### src/hdl/asp_pkg.sv
// Purpose: shared constants, types and helpers of the converter serial host port
// Assumes: pclk is the device main clock at 250 MHz; APB register access
// Notes: word payloads are kept left aligned in 32 bits until shifted out
`default_nettype none

package asp_pkg;

  localparam int CLK_NS = 4;

  // apb map, byte addresses
  localparam logic [7:0] REG_MODE = 8'h00;
  localparam logic [7:0] REG_STATUS = 8'h04;
  localparam logic [7:0] REG_CH0 = 8'h08;
  localparam logic [7:0] REG_CH1 = 8'h0C;

  // word size codes
  localparam logic [1:0] WSEL_16 = 2'h0;
  localparam logic [1:0] WSEL_24 = 2'h1;
  localparam logic [1:0] WSEL_32Z = 2'h2;
  localparam logic [1:0] WSEL_32S = 2'h3;

  // mode register, bit 0 upward: word_size_select, open drain, rx check, poly, timeout
  typedef struct packed {
    logic to_en;
    logic crc_ansi;
    logic rx_crc_en;
    logic ready_pin_open_drain;
    logic [1:0] word_size_select;
  } asp_mode_t;
  localparam int MODE_W = 6;
  localparam asp_mode_t MODE_RST = '{to_en: 1'b1, crc_ansi: 1'b0, rx_crc_en: 1'b0,
                                     ready_pin_open_drain: 1'b0, word_size_select: WSEL_24};

  // status word fields
  localparam int STAT_CRCERR_BIT = 12;
  localparam int STAT_RDY_LSB = 0;

  localparam logic [15:0] POLY_CCITT = 16'h1021;
  localparam logic [15:0] POLY_ANSI = 16'h8005;
  localparam logic [15:0] CRC_SEED = 16'hFFFF;
  localparam logic [15:0] CMD_RESET = 16'h0011;
  localparam logic [2:0] OP_REG_WRITE = 3'h3;

  // frame word positions
  localparam logic [2:0] WORD_RESP = 3'h0;
  localparam logic [2:0] WORD_CH0 = 3'h1;
  localparam logic [2:0] WORD_CH1 = 3'h2;
  localparam logic [2:0] WORD_CRC = 3'h3;
  localparam logic [2:0] WORDS_FULL = 3'h4;
  localparam logic [2:0] WORD_LAST = 3'h7;

  // timing
  localparam int TIMEOUT_MCLK = 2 ** 15;
  localparam int DRH_NS = 16;
  localparam int DRH_CYC = (DRH_NS + CLK_NS - 1) / CLK_NS;

  typedef struct packed {
    logic cs_n;
    logic sclk;
    logic din;
  } asp_spi_in_t;
  localparam asp_spi_in_t SPI_IDLE = '{cs_n: 1'b1, sclk: 1'b0, din: 1'b0};

  typedef enum logic [2:0] {
    RS_HIGH = 3'b001,
    RS_LOW = 3'b010,
    RS_PULSE = 3'b100
  } asp_rdy_state_t;

  function automatic logic [15:0] crc_step(logic [15:0] c, logic b, logic [15:0] poly);
    logic fb;
    fb = c[15] ^ b;
    return {c[14:0], 1'b0} ^ (fb ? poly : 16'h0000);
  endfunction : crc_step

  function automatic logic [5:0] word_bits(logic [1:0] ws);
    case (ws)
      WSEL_16: return 6'h10;
      WSEL_24: return 6'h18;
      default: return 6'h20;
    endcase
  endfunction : word_bits

  function automatic logic [31:0] fmt_data(logic [23:0] d, logic [1:0] ws);
    case (ws)
      WSEL_16: return {d[23:8], 16'h0000};
      WSEL_32S: return {{8{d[23]}}, d};
      default: return {d, 8'h00};
    endcase
  endfunction : fmt_data

  // top 16 bits of a word received right aligned in a 32 bit shifter
  function automatic logic [15:0] top16(logic [31:0] w, logic [1:0] ws);
    case (ws)
      WSEL_16: return w[15:0];
      WSEL_24: return w[23:8];
      default: return w[31:16];
    endcase
  endfunction : top16

endpackage : asp_pkg

`default_nettype wire

### src/hdl/asp_port.sv
// Purpose: serial host port with ready pin, framing, check words and timeout
// Assumes: serial pins are asynchronous to pclk and toggle slower than pclk/6
// Notes: command decoding lives outside; it answers through resp_word
`timescale 1ns/1ps
`default_nettype none

module asp_port
  import asp_pkg::*;
#(
  parameter int TIMEOUT_CYCLES = TIMEOUT_MCLK
) (
  // apb slave
  input wire logic pclk,
  input wire logic presetn,
  input wire logic psel,
  input wire logic penable,
  input wire logic pwrite,
  input wire logic [7:0] paddr,
  input wire logic [31:0] pwdata,
  output logic [31:0] prdata,
  output logic pready,
  output logic pslverr,
  // serial pins
  input wire logic cs_n,
  input wire logic sclk,
  input wire logic din,
  output logic dout,
  output logic dout_oe,
  output logic conversion_ready_n,
  output logic conversion_ready_n_oe,
  // converter side
  input wire logic conv_done,
  input wire logic [1:0] ch_en,
  input wire logic [23:0] ch0_data,
  input wire logic [23:0] ch1_data,
  // command decoder side
  output logic [15:0] cmd_word,
  output logic cmd_stb,
  output logic reset_cmd,
  input wire logic [15:0] resp_word,
  input wire logic resp_status,
  output logic [15:0] rx_word,
  output logic [2:0] rx_word_idx,
  output logic rx_word_stb,
  output logic [2:0] tx_word_idx,
  input wire logic [15:0] ext_tx_word
);

  asp_mode_t mode_q;
  logic [31:0] prdata_q;
  asp_spi_in_t s1_q, s2_q, s3_q;
  logic sclk_rise, sclk_fall, cs_rise, ser_clr, to_fire, active_q;
  logic [15:0] to_cnt_q;
  logic [5:0] bit_cnt_q;
  logic [2:0] word_cnt_q;
  logic word_end, bit_out, reading, data_read;
  logic [31:0] rx_sh_q, rx_nxt, tx_sh_q, tx_word;
  logic [15:0] in_crc_q, out_crc_q, cmd_q, resp_q, status16, poly;
  logic crc_match_q, dout_q, dout_oe_q, resp_stat_q, crc_err_q;
  logic frame_end, crc_bad, exec, cmd_stb_q, reset_q;
  logic [1:0] ch_rdy_q;
  logic [23:0] ch0_q, ch1_q;
  asp_rdy_state_t rdy_st_q;
  logic [3:0] rdy_cnt_q;
  logic ready_n_q;
  logic [15:0] rx_word_q;
  logic [2:0] rx_idx_q;
  logic rx_stb_q;

  // ---------------- apb: zero wait, read data captured in the setup cycle
  assign pready = 1'b1;
  assign prdata = prdata_q;
  assign pslverr = psel & penable & (paddr != REG_MODE) & (paddr != REG_STATUS) &
                   (paddr != REG_CH0) & (paddr != REG_CH1);

  always_ff @(posedge pclk or negedge presetn) begin
    if (!presetn) begin
      mode_q <= MODE_RST;
    end else if (psel && penable && pwrite && paddr == REG_MODE) begin
      mode_q <= pwdata[MODE_W-1:0];
    end
  end

  always_ff @(posedge pclk or negedge presetn) begin
    if (!presetn) begin
      prdata_q <= 32'h0000_0000;
    end else if (psel && !penable) begin
      case (paddr)
        REG_MODE: prdata_q <= {26'h000_0000, mode_q};
        REG_STATUS: prdata_q <= {16'h0000, status16};
        REG_CH0: prdata_q <= {8'h00, ch0_q};
        REG_CH1: prdata_q <= {8'h00, ch1_q};
        default: prdata_q <= 32'h0000_0000;
      endcase
    end
  end

  // ---------------- pin synchronisers; s1 feeds s2 only
  always_ff @(posedge pclk or negedge presetn) begin
    if (!presetn) begin
      s1_q <= SPI_IDLE;
      s2_q <= SPI_IDLE;
      s3_q <= SPI_IDLE;
    end else begin
      s1_q <= '{cs_n: cs_n, sclk: sclk, din: din};
      s2_q <= s1_q;
      s3_q <= s2_q;
    end
  end

  assign sclk_rise = s2_q.sclk & ~s3_q.sclk & ~s2_q.cs_n;
  assign sclk_fall = ~s2_q.sclk & s3_q.sclk & ~s2_q.cs_n;
  assign cs_rise = s2_q.cs_n & ~s3_q.cs_n;
  assign poly = mode_q.crc_ansi ? POLY_ANSI : POLY_CCITT;

  // ---------------- frame timeout, measured from the first serial edge
  assign to_fire = mode_q.to_en & active_q & (to_cnt_q == 16'(TIMEOUT_CYCLES - 1));
  assign ser_clr = s2_q.cs_n | to_fire;

  always_ff @(posedge pclk or negedge presetn) begin
    if (!presetn) begin
      active_q <= 1'b0;
      to_cnt_q <= 16'h0000;
    end else if (ser_clr) begin
      active_q <= 1'b0;
      to_cnt_q <= 16'h0000;
    end else begin
      if (sclk_rise || sclk_fall) begin
        active_q <= 1'b1;
      end
      if (active_q) begin
        to_cnt_q <= to_cnt_q + 16'h0001;
      end
    end
  end

  // ---------------- receive path, captured on falling serial edges
  assign rx_nxt = {rx_sh_q[30:0], s2_q.din};
  assign word_end = sclk_fall & (bit_cnt_q == word_bits(mode_q.word_size_select) - 6'h01);

  always_ff @(posedge pclk or negedge presetn) begin
    if (!presetn) begin
      bit_cnt_q <= 6'h00;
      word_cnt_q <= 3'h0;
      rx_sh_q <= 32'h0000_0000;
      in_crc_q <= CRC_SEED;
      crc_match_q <= 1'b0;
    end else if (ser_clr) begin
      bit_cnt_q <= 6'h00;
      word_cnt_q <= 3'h0;
      in_crc_q <= CRC_SEED;
      crc_match_q <= 1'b0;
    end else if (sclk_fall) begin
      rx_sh_q <= rx_nxt;
      if (word_cnt_q == WORD_RESP) begin
        in_crc_q <= crc_step(in_crc_q, s2_q.din, poly);
      end
      if (word_end) begin
        bit_cnt_q <= 6'h00;
        if (word_cnt_q != WORD_LAST) begin
          word_cnt_q <= word_cnt_q + 3'h1;
        end
        if (word_cnt_q == WORD_CH0) begin
          crc_match_q <= (top16(rx_nxt, mode_q.word_size_select) == in_crc_q);
        end
      end else begin
        bit_cnt_q <= bit_cnt_q + 6'h01;
      end
    end
  end

  // the command stays put after the frame so the decoder can answer it
  always_ff @(posedge pclk or negedge presetn) begin
    if (!presetn) begin
      cmd_q <= 16'h0000;
      rx_word_q <= 16'h0000;
      rx_idx_q <= 3'h0;
      rx_stb_q <= 1'b0;
    end else begin
      rx_stb_q <= word_end & ~ser_clr;
      if (word_end && !ser_clr) begin
        rx_word_q <= top16(rx_nxt, mode_q.word_size_select);
        rx_idx_q <= word_cnt_q;
        if (word_cnt_q == WORD_RESP) begin
          cmd_q <= top16(rx_nxt, mode_q.word_size_select);
        end
      end
    end
  end

  // ---------------- transmit path, launched on rising serial edges
  always_comb begin
    status16 = 16'h0000;
    status16[STAT_CRCERR_BIT] = crc_err_q;
    status16[STAT_RDY_LSB+:2] = ch_rdy_q;
    case (word_cnt_q)
      WORD_RESP: tx_word = {resp_stat_q ? status16 : resp_q, 16'h0000};
      WORD_CH0: tx_word = fmt_data(ch0_q, mode_q.word_size_select);
      WORD_CH1: tx_word = fmt_data(ch1_q, mode_q.word_size_select);
      WORD_CRC: tx_word = {out_crc_q, 16'h0000};
      default: tx_word = {ext_tx_word, 16'h0000};
    endcase
  end

  assign bit_out = (bit_cnt_q == 6'h00) ? tx_word[31] : tx_sh_q[31];

  always_ff @(posedge pclk or negedge presetn) begin
    if (!presetn) begin
      tx_sh_q <= 32'h0000_0000;
      dout_q <= 1'b0;
      out_crc_q <= CRC_SEED;
    end else if (ser_clr) begin
      dout_q <= 1'b0;
      out_crc_q <= CRC_SEED;
    end else if (sclk_rise) begin
      dout_q <= bit_out;
      tx_sh_q <= (bit_cnt_q == 6'h00) ? {tx_word[30:0], 1'b0} : {tx_sh_q[30:0], 1'b0};
      if (word_cnt_q < WORD_CRC) begin
        out_crc_q <= crc_step(out_crc_q, bit_out, poly);
      end
    end
  end

  // oe follows the synchronised select, so it lags the pin by three clocks
  always_ff @(posedge pclk or negedge presetn) begin
    if (!presetn) begin
      dout_oe_q <= 1'b0;
    end else begin
      dout_oe_q <= ~s2_q.cs_n;
    end
  end

  assign dout = dout_q;
  assign dout_oe = dout_oe_q;
  assign tx_word_idx = word_cnt_q;

  // ---------------- end of frame: check, execute, pick next response
  assign frame_end = cs_rise & (word_cnt_q != WORD_RESP);
  assign crc_bad = mode_q.rx_crc_en & ((word_cnt_q < WORD_CH1) | ~crc_match_q);
  assign exec = (~crc_bad | (cmd_q[15:13] == OP_REG_WRITE)) &
                ~((cmd_q == CMD_RESET) & (word_cnt_q < WORDS_FULL));

  always_ff @(posedge pclk or negedge presetn) begin
    if (!presetn) begin
      cmd_stb_q <= 1'b0;
      reset_q <= 1'b0;
      resp_q <= 16'h0000;
      resp_stat_q <= 1'b1;
    end else begin
      cmd_stb_q <= frame_end & exec;
      reset_q <= frame_end & exec & (cmd_q == CMD_RESET);
      if (frame_end) begin
        resp_q <= resp_word;
        resp_stat_q <= crc_bad | resp_status;
      end
    end
  end

  assign cmd_word = cmd_q;
  assign cmd_stb = cmd_stb_q;
  assign reset_cmd = reset_q;
  assign rx_word = rx_word_q;
  assign rx_word_idx = rx_idx_q;
  assign rx_word_stb = rx_stb_q;

  // ---------------- status flags; a set in the clearing cycle wins
  assign data_read = word_end & ~ser_clr & (word_cnt_q == WORD_CH1);

  always_ff @(posedge pclk or negedge presetn) begin
    if (!presetn) begin
      crc_err_q <= 1'b0;
      ch_rdy_q <= 2'h0;
      ch0_q <= 24'h00_0000;
      ch1_q <= 24'h00_0000;
    end else begin
      crc_err_q <= (frame_end & crc_bad) |
                   (crc_err_q & ~(word_end & ~ser_clr & (word_cnt_q == WORD_RESP) & resp_stat_q));
      ch_rdy_q[0] <= (conv_done & ch_en[0]) |
                     (ch_rdy_q[0] & ~(word_end & ~ser_clr & (word_cnt_q == WORD_CH0)));
      ch_rdy_q[1] <= (conv_done & ch_en[1]) | (ch_rdy_q[1] & ~data_read);
      if (conv_done) begin
        ch0_q <= ch0_data;
        ch1_q <= ch1_data;
      end
    end
  end

  // ---------------- ready pin
  // the early high pulse delays the falling edge by its width instead of
  // predicting the next completion; the result is the same edge spacing
  assign reading = ~s2_q.cs_n;

  always_ff @(posedge pclk or negedge presetn) begin
    if (!presetn) begin
      rdy_st_q <= RS_HIGH;
      rdy_cnt_q <= 4'h0;
      ready_n_q <= 1'b1;
    end else begin
      case (rdy_st_q)
        RS_HIGH: begin
          if (conv_done) begin
            rdy_st_q <= RS_LOW;
            ready_n_q <= 1'b0;
          end
        end
        RS_LOW: begin
          if (conv_done && !reading) begin
            rdy_st_q <= RS_PULSE;
            rdy_cnt_q <= 4'(DRH_CYC - 1);
            ready_n_q <= 1'b1;
          end else if (conv_done) begin
            ready_n_q <= 1'b0;
          end else if (data_read) begin
            rdy_st_q <= RS_HIGH;
            ready_n_q <= 1'b1;
          end
        end
        RS_PULSE: begin
          if (rdy_cnt_q == 4'h0) begin
            rdy_st_q <= RS_LOW;
            ready_n_q <= 1'b0;
          end else begin
            rdy_cnt_q <= rdy_cnt_q - 4'h1;
          end
        end
        default: begin
          rdy_st_q <= RS_HIGH;
          ready_n_q <= 1'b1;
        end
      endcase
    end
  end

  assign conversion_ready_n = mode_q.ready_pin_open_drain ? 1'b0 : ready_n_q;
  assign conversion_ready_n_oe = mode_q.ready_pin_open_drain ? ~ready_n_q : 1'b1;
endmodule : asp_port

`default_nettype wire

### config.mk
export PLATFORM = sky130hd
export DESIGN_NAME = asp_port
export DESIGN_NICKNAME = d
export VERILOG_FILES = /design/src/hdl/asp_pkg.sv /design/src/hdl/asp_port.sv
export SDC_FILE = /design/constraint.sdc
export NUM_CORES = 1
export LEC_CHECK = 0
export ABC_AREA = 1
export CAP_MARGIN = 20
export CORE_ASPECT_RATIO = 0.5
export CORE_MARGIN = 2
export CORE_UTILIZATION = 50
export CTS_BUF_LIST = sky130_fd_sc_hd__clkbuf_4
export DETAILED_ROUTE_END_ITERATION = 8
export DONT_BUFFER_PORTS = 1
export GPL_TIMING_DRIVEN = 0
export PLACE_DENSITY_LB_ADDON = 0.2
export SYNTH_ARGS = -nofsm -noshare
export SYNTH_HDL_FRONTEND = slang
export SYNTH_SLANG_ARGS = --single-unit
### constraint.sdc
create_clock -name pclk -period 2.2 [get_ports pclk]
set_input_delay 0.11 -clock pclk [delete_from_list [all_inputs] [get_ports pclk]]
set_output_delay 0.11 -clock pclk [all_outputs]
set_load 0.02 [all_outputs]
# --- Word-level counts from Yosys, hierarchy flattened ---
# Index checks and enable logic that the tools add are counted.
classes:
  muxes: 56
  eq_ne: 27
  bitwise: 53
  magnitude_cmp: 3
  add_sub_neg: 5
  reduce_logical: 36
ops:
  columns: ["cell", "count"]
  rows:
  - ["$mux 16", 16]
  - ["$pmux 32 s4", 1]
  - ["$pmux 31 s2", 2]
  - ["$pmux 24 s4", 1]
  - ["$mux 32", 1]
  - ["$pmux 16 s2", 1]
  - ["$xor 16x16->16", 2]
  - ["$and 1x1->1", 30]
  - ["$mux 3", 9]
  - ["$reduce_bool 2->1", 10]
  - ["$mux 6", 3]
  - ["$add 16x1->16 const B", 1]
  - ["$eq 16x15->1 const B", 1]
  - ["$eq 16x16->1", 1]
  - ["$eq 16x5->1 const B", 1]
  - ["$eq 8x4->1 const B", 2]
  - ["$mux 1", 16]
  - ["$ne 8x4->1 const B", 2]
  - ["$eq 3x2->1 const B", 4]
  - ["$not 1->1", 12]
  - ["$pmux 6 s2", 1]
  - ["$reduce_and 3->1", 4]
  - ["$reduce_and 2->1", 5]
  - ["$ne 3x3->1 const B", 3]
  - ["32 further kinds", 51]
word_totals:
  ff_bits: 284
  out_inout_bits: 79
  wordCells: 220
  inputBits: 132

# --- Depth between registers and ports, before layout ---
# Gate-level depths: netlist of the first run.
depth:
  ltp_word: 13
  depth_mapped: 15
  depth_no_buf: 14

# --- Least setup slack after synthesis of the first run ---
# No wires, ideal clock.
synth_timing:
  path_kind: "reg2reg"
  from: "register word_cnt_q[0], in the netlist tx_word_idx[0]"
  to: "register tx_sh_q[26]"
  path_slack_ps: 57
  synth_period_minus_slack_ps: 2143
  setup_time_ps: 117
  arrival_time_ps: 2026
  path_buffers: 2
  stages_incl_launch_ff: 13
  required_time_ps: 2083
  path_cell_list: "dfrtp_1 > ha_1 > ha_1 > clkbuf_1 > nor2_2 > nand2_1 > buf_2 > o21ai_0 > inv_1 > nand2_1 > nand2_1 > nand2_1 > nand2_1"
synth_between:
  elab_chain_cells: 3
  word_cells_on_any_way: 6
  classes_between: "3 x eq/ne; 2 x mux; 1 x reduce/logical"
synth_rtl:
  columns: ["element", "line_no", "rtl"]
  rows:
  - ["from (decl)", "asp_port.sv:55", "logic [2:0] word_cnt_q;"]
  - ["from (signal assigned)", "asp_port.sv:161", "word_cnt_q <= word_cnt_q + 3'h1;"]
  - ["$eq 3x2->1 (tied with other cells)", "asp_port.sv:196", "case (word_cnt_q)"]
  - ["$pmux 32 s4 *", "asp_port.sv:196", null]
  - ["$mux 32 *", "asp_port.sv:217", "tx_sh_q <= (bit_cnt_q == 6'h00) ? {tx_word[30:0], 1'b0} : {tx_sh_q[30:0], 1'b0};"]
  - ["to (signal assigned)", "asp_port.sv:217", null]
  - ["to (decl)", "asp_port.sv:57", "logic [31:0] rx_sh_q, rx_nxt, tx_sh_q, tx_word;"]
# Mark *: on every way between the ends. The rest lies on a longest branch, timed or not.
# A chain may end at the register's enable or synchronous reset.

# --- Worst setup path in the final report of the first run ---
layout_timing:
  from: "register word_cnt_q[0], in the netlist tx_word_idx[0]"
  to: "register tx_sh_q[13]"
# The elaborated chain is that of the path after synthesis.

==> results of run 1 <==
==> registers in the layout, indices dropped and copies added (netlist names), 4 cells and up <==
name	flops
resp_q	16
in_crc_q	16
rdy_cnt_q	4
rx_sh_q	31
cmd_word	16
ch0_q	24
bit_cnt_q	6
rx_word	16
prdata	24
tx_sh_q	31
out_crc_q	16
ch1_q	24
mode_q	6
to_cnt_q	16
==> Yosys cell counts, types with 2 or more instances <==
cell type  count
a21oi_1       60
nor3_1        12
buf_1          7
o21ai_0      182
o22ai_1       47
a211oi_1       3
nand2_1      497
dfrtp_1      235
o211ai_1      20
nand2_2        3
xor2_1        14
nand3_1       67
dfstp_2       40
inv_2          4
nor2_2         3
buf_4         14
inv_1        164
conb_1         2
o21ai_1       36
ha_1          14
nor4_1         6
nand4_1       18
clkbuf_1      32
o21bai_1       4
mux2_2         6
nor2_1       104
xnor2_1        3
buf_2         26
a31oi_1        4
or2_2          3
==> cells by family after synthesis <==
kind of cell,Yosys count
AOI/OAI and AO/OA,361
buffers and inverters,249
and+or+nand+nor,718
adders and majority gates,14
DFF,275
other,2
muxes,6
xor gates and xnor gates,17
==> power groups by stage <==
stage / clock network [uW] / registers (uW) / logic (uW)
after floorplan: 0 / 5770 / 1050
after global placement: 0 / 5850 / 1360
after detailed placement: 0 / 5860 / 1420
after CTS: 4290 / 5780 / 1760
after global routing: 4610 / 5840 / 2150
final: 4260 / 5800 / 1940
==> worst min-delay path by stage <==
stage	startpoint	end	slack [ps]	cells past startpoint
2_1_floorplan	presetn	active_q	-190	0
3_5_place_dp	presetn	rx_sh_q[17]	-170	0
5_1_grt	presetn	to_cnt_q[7]	-1000	0
3_3_place_gp	presetn	dout_oe	-170	0
6_report	presetn	rx_word[10]	-940	0
4_1_cts	presetn	bit_cnt_q[5]	-990	0
==> metrics by stage <==
stage               setup TNS [ps]  cells  cell area (um2)  power, uW  worst slack [ps]
finish                       -26.2   2314            17000      12000             -18.8
global route                  -387   2313            17000      12600             -83.1
CTS                          -45.6   2294            16500      11800             -27.6
detailed placement          -17610   2001            13700       7280              -594
global placement            -14240   2001            13700       7210              -540
floorplan                        0   1649            13300       6820              56.7
==> worst reg2reg max path: stages, from the launching register on <==
cell	delay [ps]
dfrtp_2	540
inv_4	160
ha_4	180
nand2_2	120
clkbuf_4	250
o22ai_1	380
nand2_1	90
nand2_1	80
o21ai_0	100
o21ai_0	180
==> cell type report <==
cell class / count / share of cell area
antenna: 3 / 0.000442
buffer: 77 / 0.0266
clock buffer: 99 / 0.0438
clock inverter: 16 / 0.00383
inverter: 169 / 0.0391
multi-input combinational: 1126 / 0.339
sequential: 275 / 0.409
tap: 352 / 0.0260
timing repair buffer: 197 / 0.113
==> repair_timing <==
| action | in CTS | in global routing |
|---|---|---|
| gates resized for setup | 78 | 103 |
| cloned | 0 | 1 |
| buffers inserted | 12 | 16 |
| pin swaps | 5 | 33 |
| endpoints found under the hold margin | 392 | 275 |
| endpoints found under the setup margin | 96 | 153 |
==> routing by layer <==
| metal | up-vias | track usage | wire length (um) |
|---|---|---|---|
| met5 | - | 0 | 0 |
| met4 | 0 | 0.131 | 1480 |
| met3 | 122 | 0.0819 | 3880 |
| met2 | 624 | 0.489 | 20200 |
| met1 | 6404 | 0.431 | 18400 |
| li1 | 5917 | - | - |
==> metrics, run 1 <==
Crit. path cell count=9; Period minus WS final=2220 ps; Gate power share=0.162; CP endpoint kind=flop; Post-Synth Adder-Cell Area=0.0132; largest net degree at the start of global routing=276; Tot GR Track Use=0.319; first-pass GRT wire length=68700 um; mux cell area share after synthesis=0.00510; R2R Setup Slk=-20 ps; chip width=234 um; DP HPWL=29100 um; FF+latch count, synth=275; Setup Viol. Count Final=2; ys async rst share=1.00; clock sinks=275; Slew @ Worst Pin=631 ps; synthesized area=13200 um2; Synth Instances=1642; simple-gate share of the synthesized area=0.221; fin crit share=1.01; CTS max path bufs=3; XOR/XNOR share of the synthesized area=0.0112; synth top area cells=dfrtp_1 44%, nand2_1 14%, dfstp_2 7.9%; violated checks=negative hold slack, negative setup slack; leakage power=0.00802 uW; DRT iter0 DRCs=1429; Worst R2R Start=tx_word_idx[0]; site row count=42; H-Tree Level Count=3; post-layout util=0.647; status=finished, violations left; Die Y-Extent=119 um; CTS Buf Count=67; initial core utilization=0.505; most common cell after layout, fill and taps aside=nand2_1; HP Class=input pin to async pin; share of layout cells above drive strength 1=0.166; crit start category=flop; Core ar.=26200 um2; Min Hold Slack=-938 ps; synthesis-to-finish area growth=28.2%; Synth top area share=0.444; switch share=0.304; area fraction in compound gates after synthesis=0.148; CP Launch Point=tx_word_idx[0]; Cell Chain, Critical Path=inv_4 > ha_4 > nand2_2 > clkbuf_4 > o22ai_1 > nand2_1 > nand2_1 > o21ai_0 > o21ai_0; vias in the first global route=12.9k; CP endpoint=tx_sh_q[13]; Vias per Instance=5.65; CTS Hold Buffers Added=169; Top delay family on crit path=compound AO/OA/AOI/OAI gates; Multi-input gate area=5750 um2; initial antenna violation count=2; Root Buffer Master=clkbuf_4; Nets=2059; Residual DRC=0; Final Hold Viols=275; syn avg cell area=8.06 um2; RSZ-0062 raised after global routing=yes; global route overflow=0; maximum vdd drop=460 uV; iteration count of the initial detailed-routing pass=6; Boundary Pins=211; total number of vias=13.1k; switching power of the nets=3650 uW; crit path DAT=2860 ps; Setup CP Type=flop to flop; clk slew on worst S/H paths=80 ps; relative slew slack=0.580; port bufs=0; WP buf/inv=2; EDFF count, synth=0; dominant cell type by area after synthesis=dfrtp_1; CP required=2840 ps; Slowest Stage Delay on Critical Path=540 ps; Worst-Skew Late Latency=780 ps; Synth Flop Type=dfrtp_1; area taken by flip-flops and latches=6940 um2; remaining antenna violation count after routing=0; routed wire length=43900 um; clock power share=0.355; critical-path maximum fanout=10; total die area=27900 um2; Worst Reg2Reg Path Length in Cells=9; sequential share of power=0.483; largest family of logic cells by synthesized area=simple AND/OR/NAND/NOR gates; Final WS setup=-18.8 ps; Worst R2R End=tx_sh_q[13]; Int Pwr=8350 uW; most frequent cells in the layout=487 x nand2_1, 232 x dfrtp_1, 169 x dlygate4sd3_1; gpl congestion=0.961; Unique masters post-synth=42; TritonCTS clock tree=built; fmax=451 MHz; Setup Skew=57.3 ps; sequential-to-total area share from yosys stat=0.524; total of max-cap violations=0; Syn. warnings=0; Layout fillers=2145; Worst path slowest cell=dfrtp_2; PwrDens=708 nW/um2; Slew Limit Fails=0; wire length per cell=19.0 um
Power figures use the tool's default switching activity.
==> run 2: changes to the inputs <==
--- a/config.mk
+++ b/config.mk
@@ -15,6 +15,7 @@
 export DONT_BUFFER_PORTS = 1
 export GPL_TIMING_DRIVEN = 0
 export PLACE_DENSITY_LB_ADDON = 0.2
+export SETUP_SLACK_MARGIN = 0.5
 export SYNTH_ARGS = -nofsm -noshare
 export SYNTH_HDL_FRONTEND = slang
 export SYNTH_SLANG_ARGS = --single-unit
==> run 2 against run 1 <==
Against the previous run: the flow still finishes with violations (negative hold slack, negative setup slack); critical path depth rose by 2; final area rose by 21%; first-iteration DRC count grew 16%; clock skew rose by 11 ps; setup slack improved by 14 ps.
==> metrics, run 2 (synthesized netlist as in run 1, its figures left out) <==
status=finished, violations left; violated checks=negative hold slack, negative setup slack; vias in the first global route=14.0k (+8.5%); remaining antenna violation count after routing=0 (unchanged); top flop regs=rx_sh_q: 31 flops, tx_sh_q: 31 flops; critical-path maximum fanout=8 (-2); crit path DAT=2850 ps (about the same); Die Y-Extent=119 um (unchanged); HP Class=input pin to async pin; most frequent cells in the layout=381 x nand2_1, 231 x dfrtp_1, 172 x dlygate4sd3_1; H-Tree Level Count=3 (unchanged); Cell Chain, Critical Path=inv_1 > nand2_2 > nor2_1 > nand2_2 > nor3_4 > inv_2 > nor2_8 > nand2_8 > buf_8 > nand2_2 > o21ai_1; Worst R2R Start=s2_q[1]; Min Hold Slack=-978 ps (-40.3 ps); CP required=2850 ps (about the same); initial antenna violation count=3 (+1); WP buf/inv=3 (+1); Residual DRC=0 (unchanged); Top delay family on crit path=simple AND/OR/NAND/NOR gates; Setup CP Type=flop to flop; Layout fillers=1523 (-29%); DP HPWL=28600 um (-1.5%); Tot GR Track Use=0.350 (+0.0314); R2R Setup Slk=-5 ps (about the same); CP endpoint=cmd_word[12]; DP Area=14000 um2 (+2.0%); RSZ-0062 raised after global routing=yes; CTS max path bufs=3 (unchanged); crit start category=flop; leakage power=0.00942 uW (+18%); most used cell, CP=nand2_2; Setup Skew=67.9 ps (+10.6 ps); CP endpoint kind=flop; port bufs=0 (unchanged); Slew @ Worst Pin=707 ps (+76.6 ps); wire length per cell=22.3 um (+17%); site row count=42 (unchanged); CP Launch Point=s2_q[1]; Worst-Skew Late Latency=820 ps (+40 ps); CTS Buf Count=67 (unchanged); routed wire length=54500 um (+24%); Core ar.=26200 um2 (unchanged); most common cell after layout, fill and taps aside=nand2_1; top sig layer=met4; dpl ws=-210 ps (+384 ps); maximum vdd drop=560 uV (+22%); clock sinks=275 (unchanged); initial core utilization=0.505 (unchanged); Crit. path cell count=11 (+2); fin crit share=1.00 (-0.00649); relative slew slack=0.529 (-0.0511); gpl congestion=0.932 (-3.1%); Nets=2186 (+6.2%); iteration count of the initial detailed-routing pass=6 (unchanged); total number of vias=14.7k (+12%); routed wl met2=25700 um (+27%); chip width=234 um (unchanged); routed wl met3=5250 um (+35%); total of max-cap violations=0 (unchanged); Sum Neg Setup Slack=-4.55 ps (+21.7 ps); Root Buffer Master=clkbuf_4; Final Hold Viols=275 (unchanged); clk slew on worst S/H paths=100 ps (+20 ps); Boundary Pins=211 (unchanged); first-pass GRT wire length=75000 um (+9.2%); Final WS setup=-4.55 ps (+14.3 ps); cell area after layout=20600 um2 (+21%); total die area=27900 um2 (unchanged); share of layout cells above drive strength 1=0.354 (+0.188); Slew Limit Fails=0 (unchanged); Worst path slowest cell=dfrtp_1; global route overflow=0 (unchanged); Worst R2R End=cmd_word[12]; synthesis-to-finish area growth=55.5%; TritonCTS clock tree=built; Setup Viol. Count Final=1 (-1); Slowest Stage Delay on Critical Path=410 ps (-130 ps); DRT iter0 DRCs=1659 (+16%); wl on met1=20200 um (+9.9%); Worst Reg2Reg Path Length in Cells=11 (+2); largest net degree at the start of global routing=276 (unchanged); PwrDens=658 nW/um2 (-7.0%); CTS Hold Buffers Added=172 (+1.8%); Period minus WS final=2200 ps (-14.3 ps); fmax=454 MHz (+0.65%); Vias per Instance=5.99 (+6.1%)
run 2: layer usage:
layer | track usage | vias up
met4 | 0.164 | 0
met5 | 0 | -
li1 | - | 6201
met1 | 0.451 | 7160
met2 | 0.557 | 1004
met3 | 0.0862 | 309
run 2: final cells by class:
type | count | area [um2] | share of cell area
multi-input cells | 1125 | 7250 | 0.352
well taps | 352 | 440 | 0.0214
flip-flops and latches | 275 | 6940 | 0.337
clock inverters | 22 | 216 | 0.0105
diodes | 3 | 7.51 | 0.000365
clock buffers | 101 | 758 | 0.0368
inverters | 169 | 708 | 0.0344
repair buffers | 321 | 3420 | 0.166
plain buffers | 80 | 831 | 0.0404
repair inverters | 1 | 11.3 | 0.000547
run 2: worst min path at each step:
stage	slack (ps)	cells after the start	end
3_5_place_dp	-170	0	rx_sh_q[25]
5_1_grt	-1010	0	mode_q[4]
4_1_cts	-1000	0	rx_sh_q[0]
2_1_floorplan	-190	0	active_q
6_report	-980	0	to_cnt_q[0]
3_3_place_gp	-170	0	rx_sh_q[26]
run 2: per-stage QoR:
| step | utilization | hold WS (ps) | total power (uW) | instances |
|---|---|---|---|---|
| floorplan | - | -186 | 6850 | 1649 |
| global placement | 0.533 | -170 | 7240 | 2001 |
| detailed placement | 0.533 | -170 | 7310 | 2001 |
| CTS | 0.722 | -996 | 12900 | 2400 |
| global route | 0.785 | -1010 | 14000 | 2449 |
| finish | 0.785 | -978 | 13500 | 2449 |
run 2: worst reg2reg max path, delay by kind of cell (launching register included):
family,cells,cell delay (ps)
buf+inv,3,420
compound gates,1,60
flops,1,410
simple gates,7,1180
run 2: what timing repair did:
item,CTS,global route
buffers inserted,82,40
endpoints found under the hold margin,390,275
endpoints found under the setup margin,182,201
gates resized for setup,408,330
pin swaps,78,92
gates cloned,22,6
run 2: power by group:
group | total, uW | leakage (uW) | switching [uW] | internal, uW
Sequential | 5840 | 0.00343 | 327 | 5520
Clock | 5100 | 0.000567 | 2400 | 2700
Combinational | 2600 | 0.00542 | 1510 | 1090
Total | 13500 | 0.00942 | 4240 | 9300
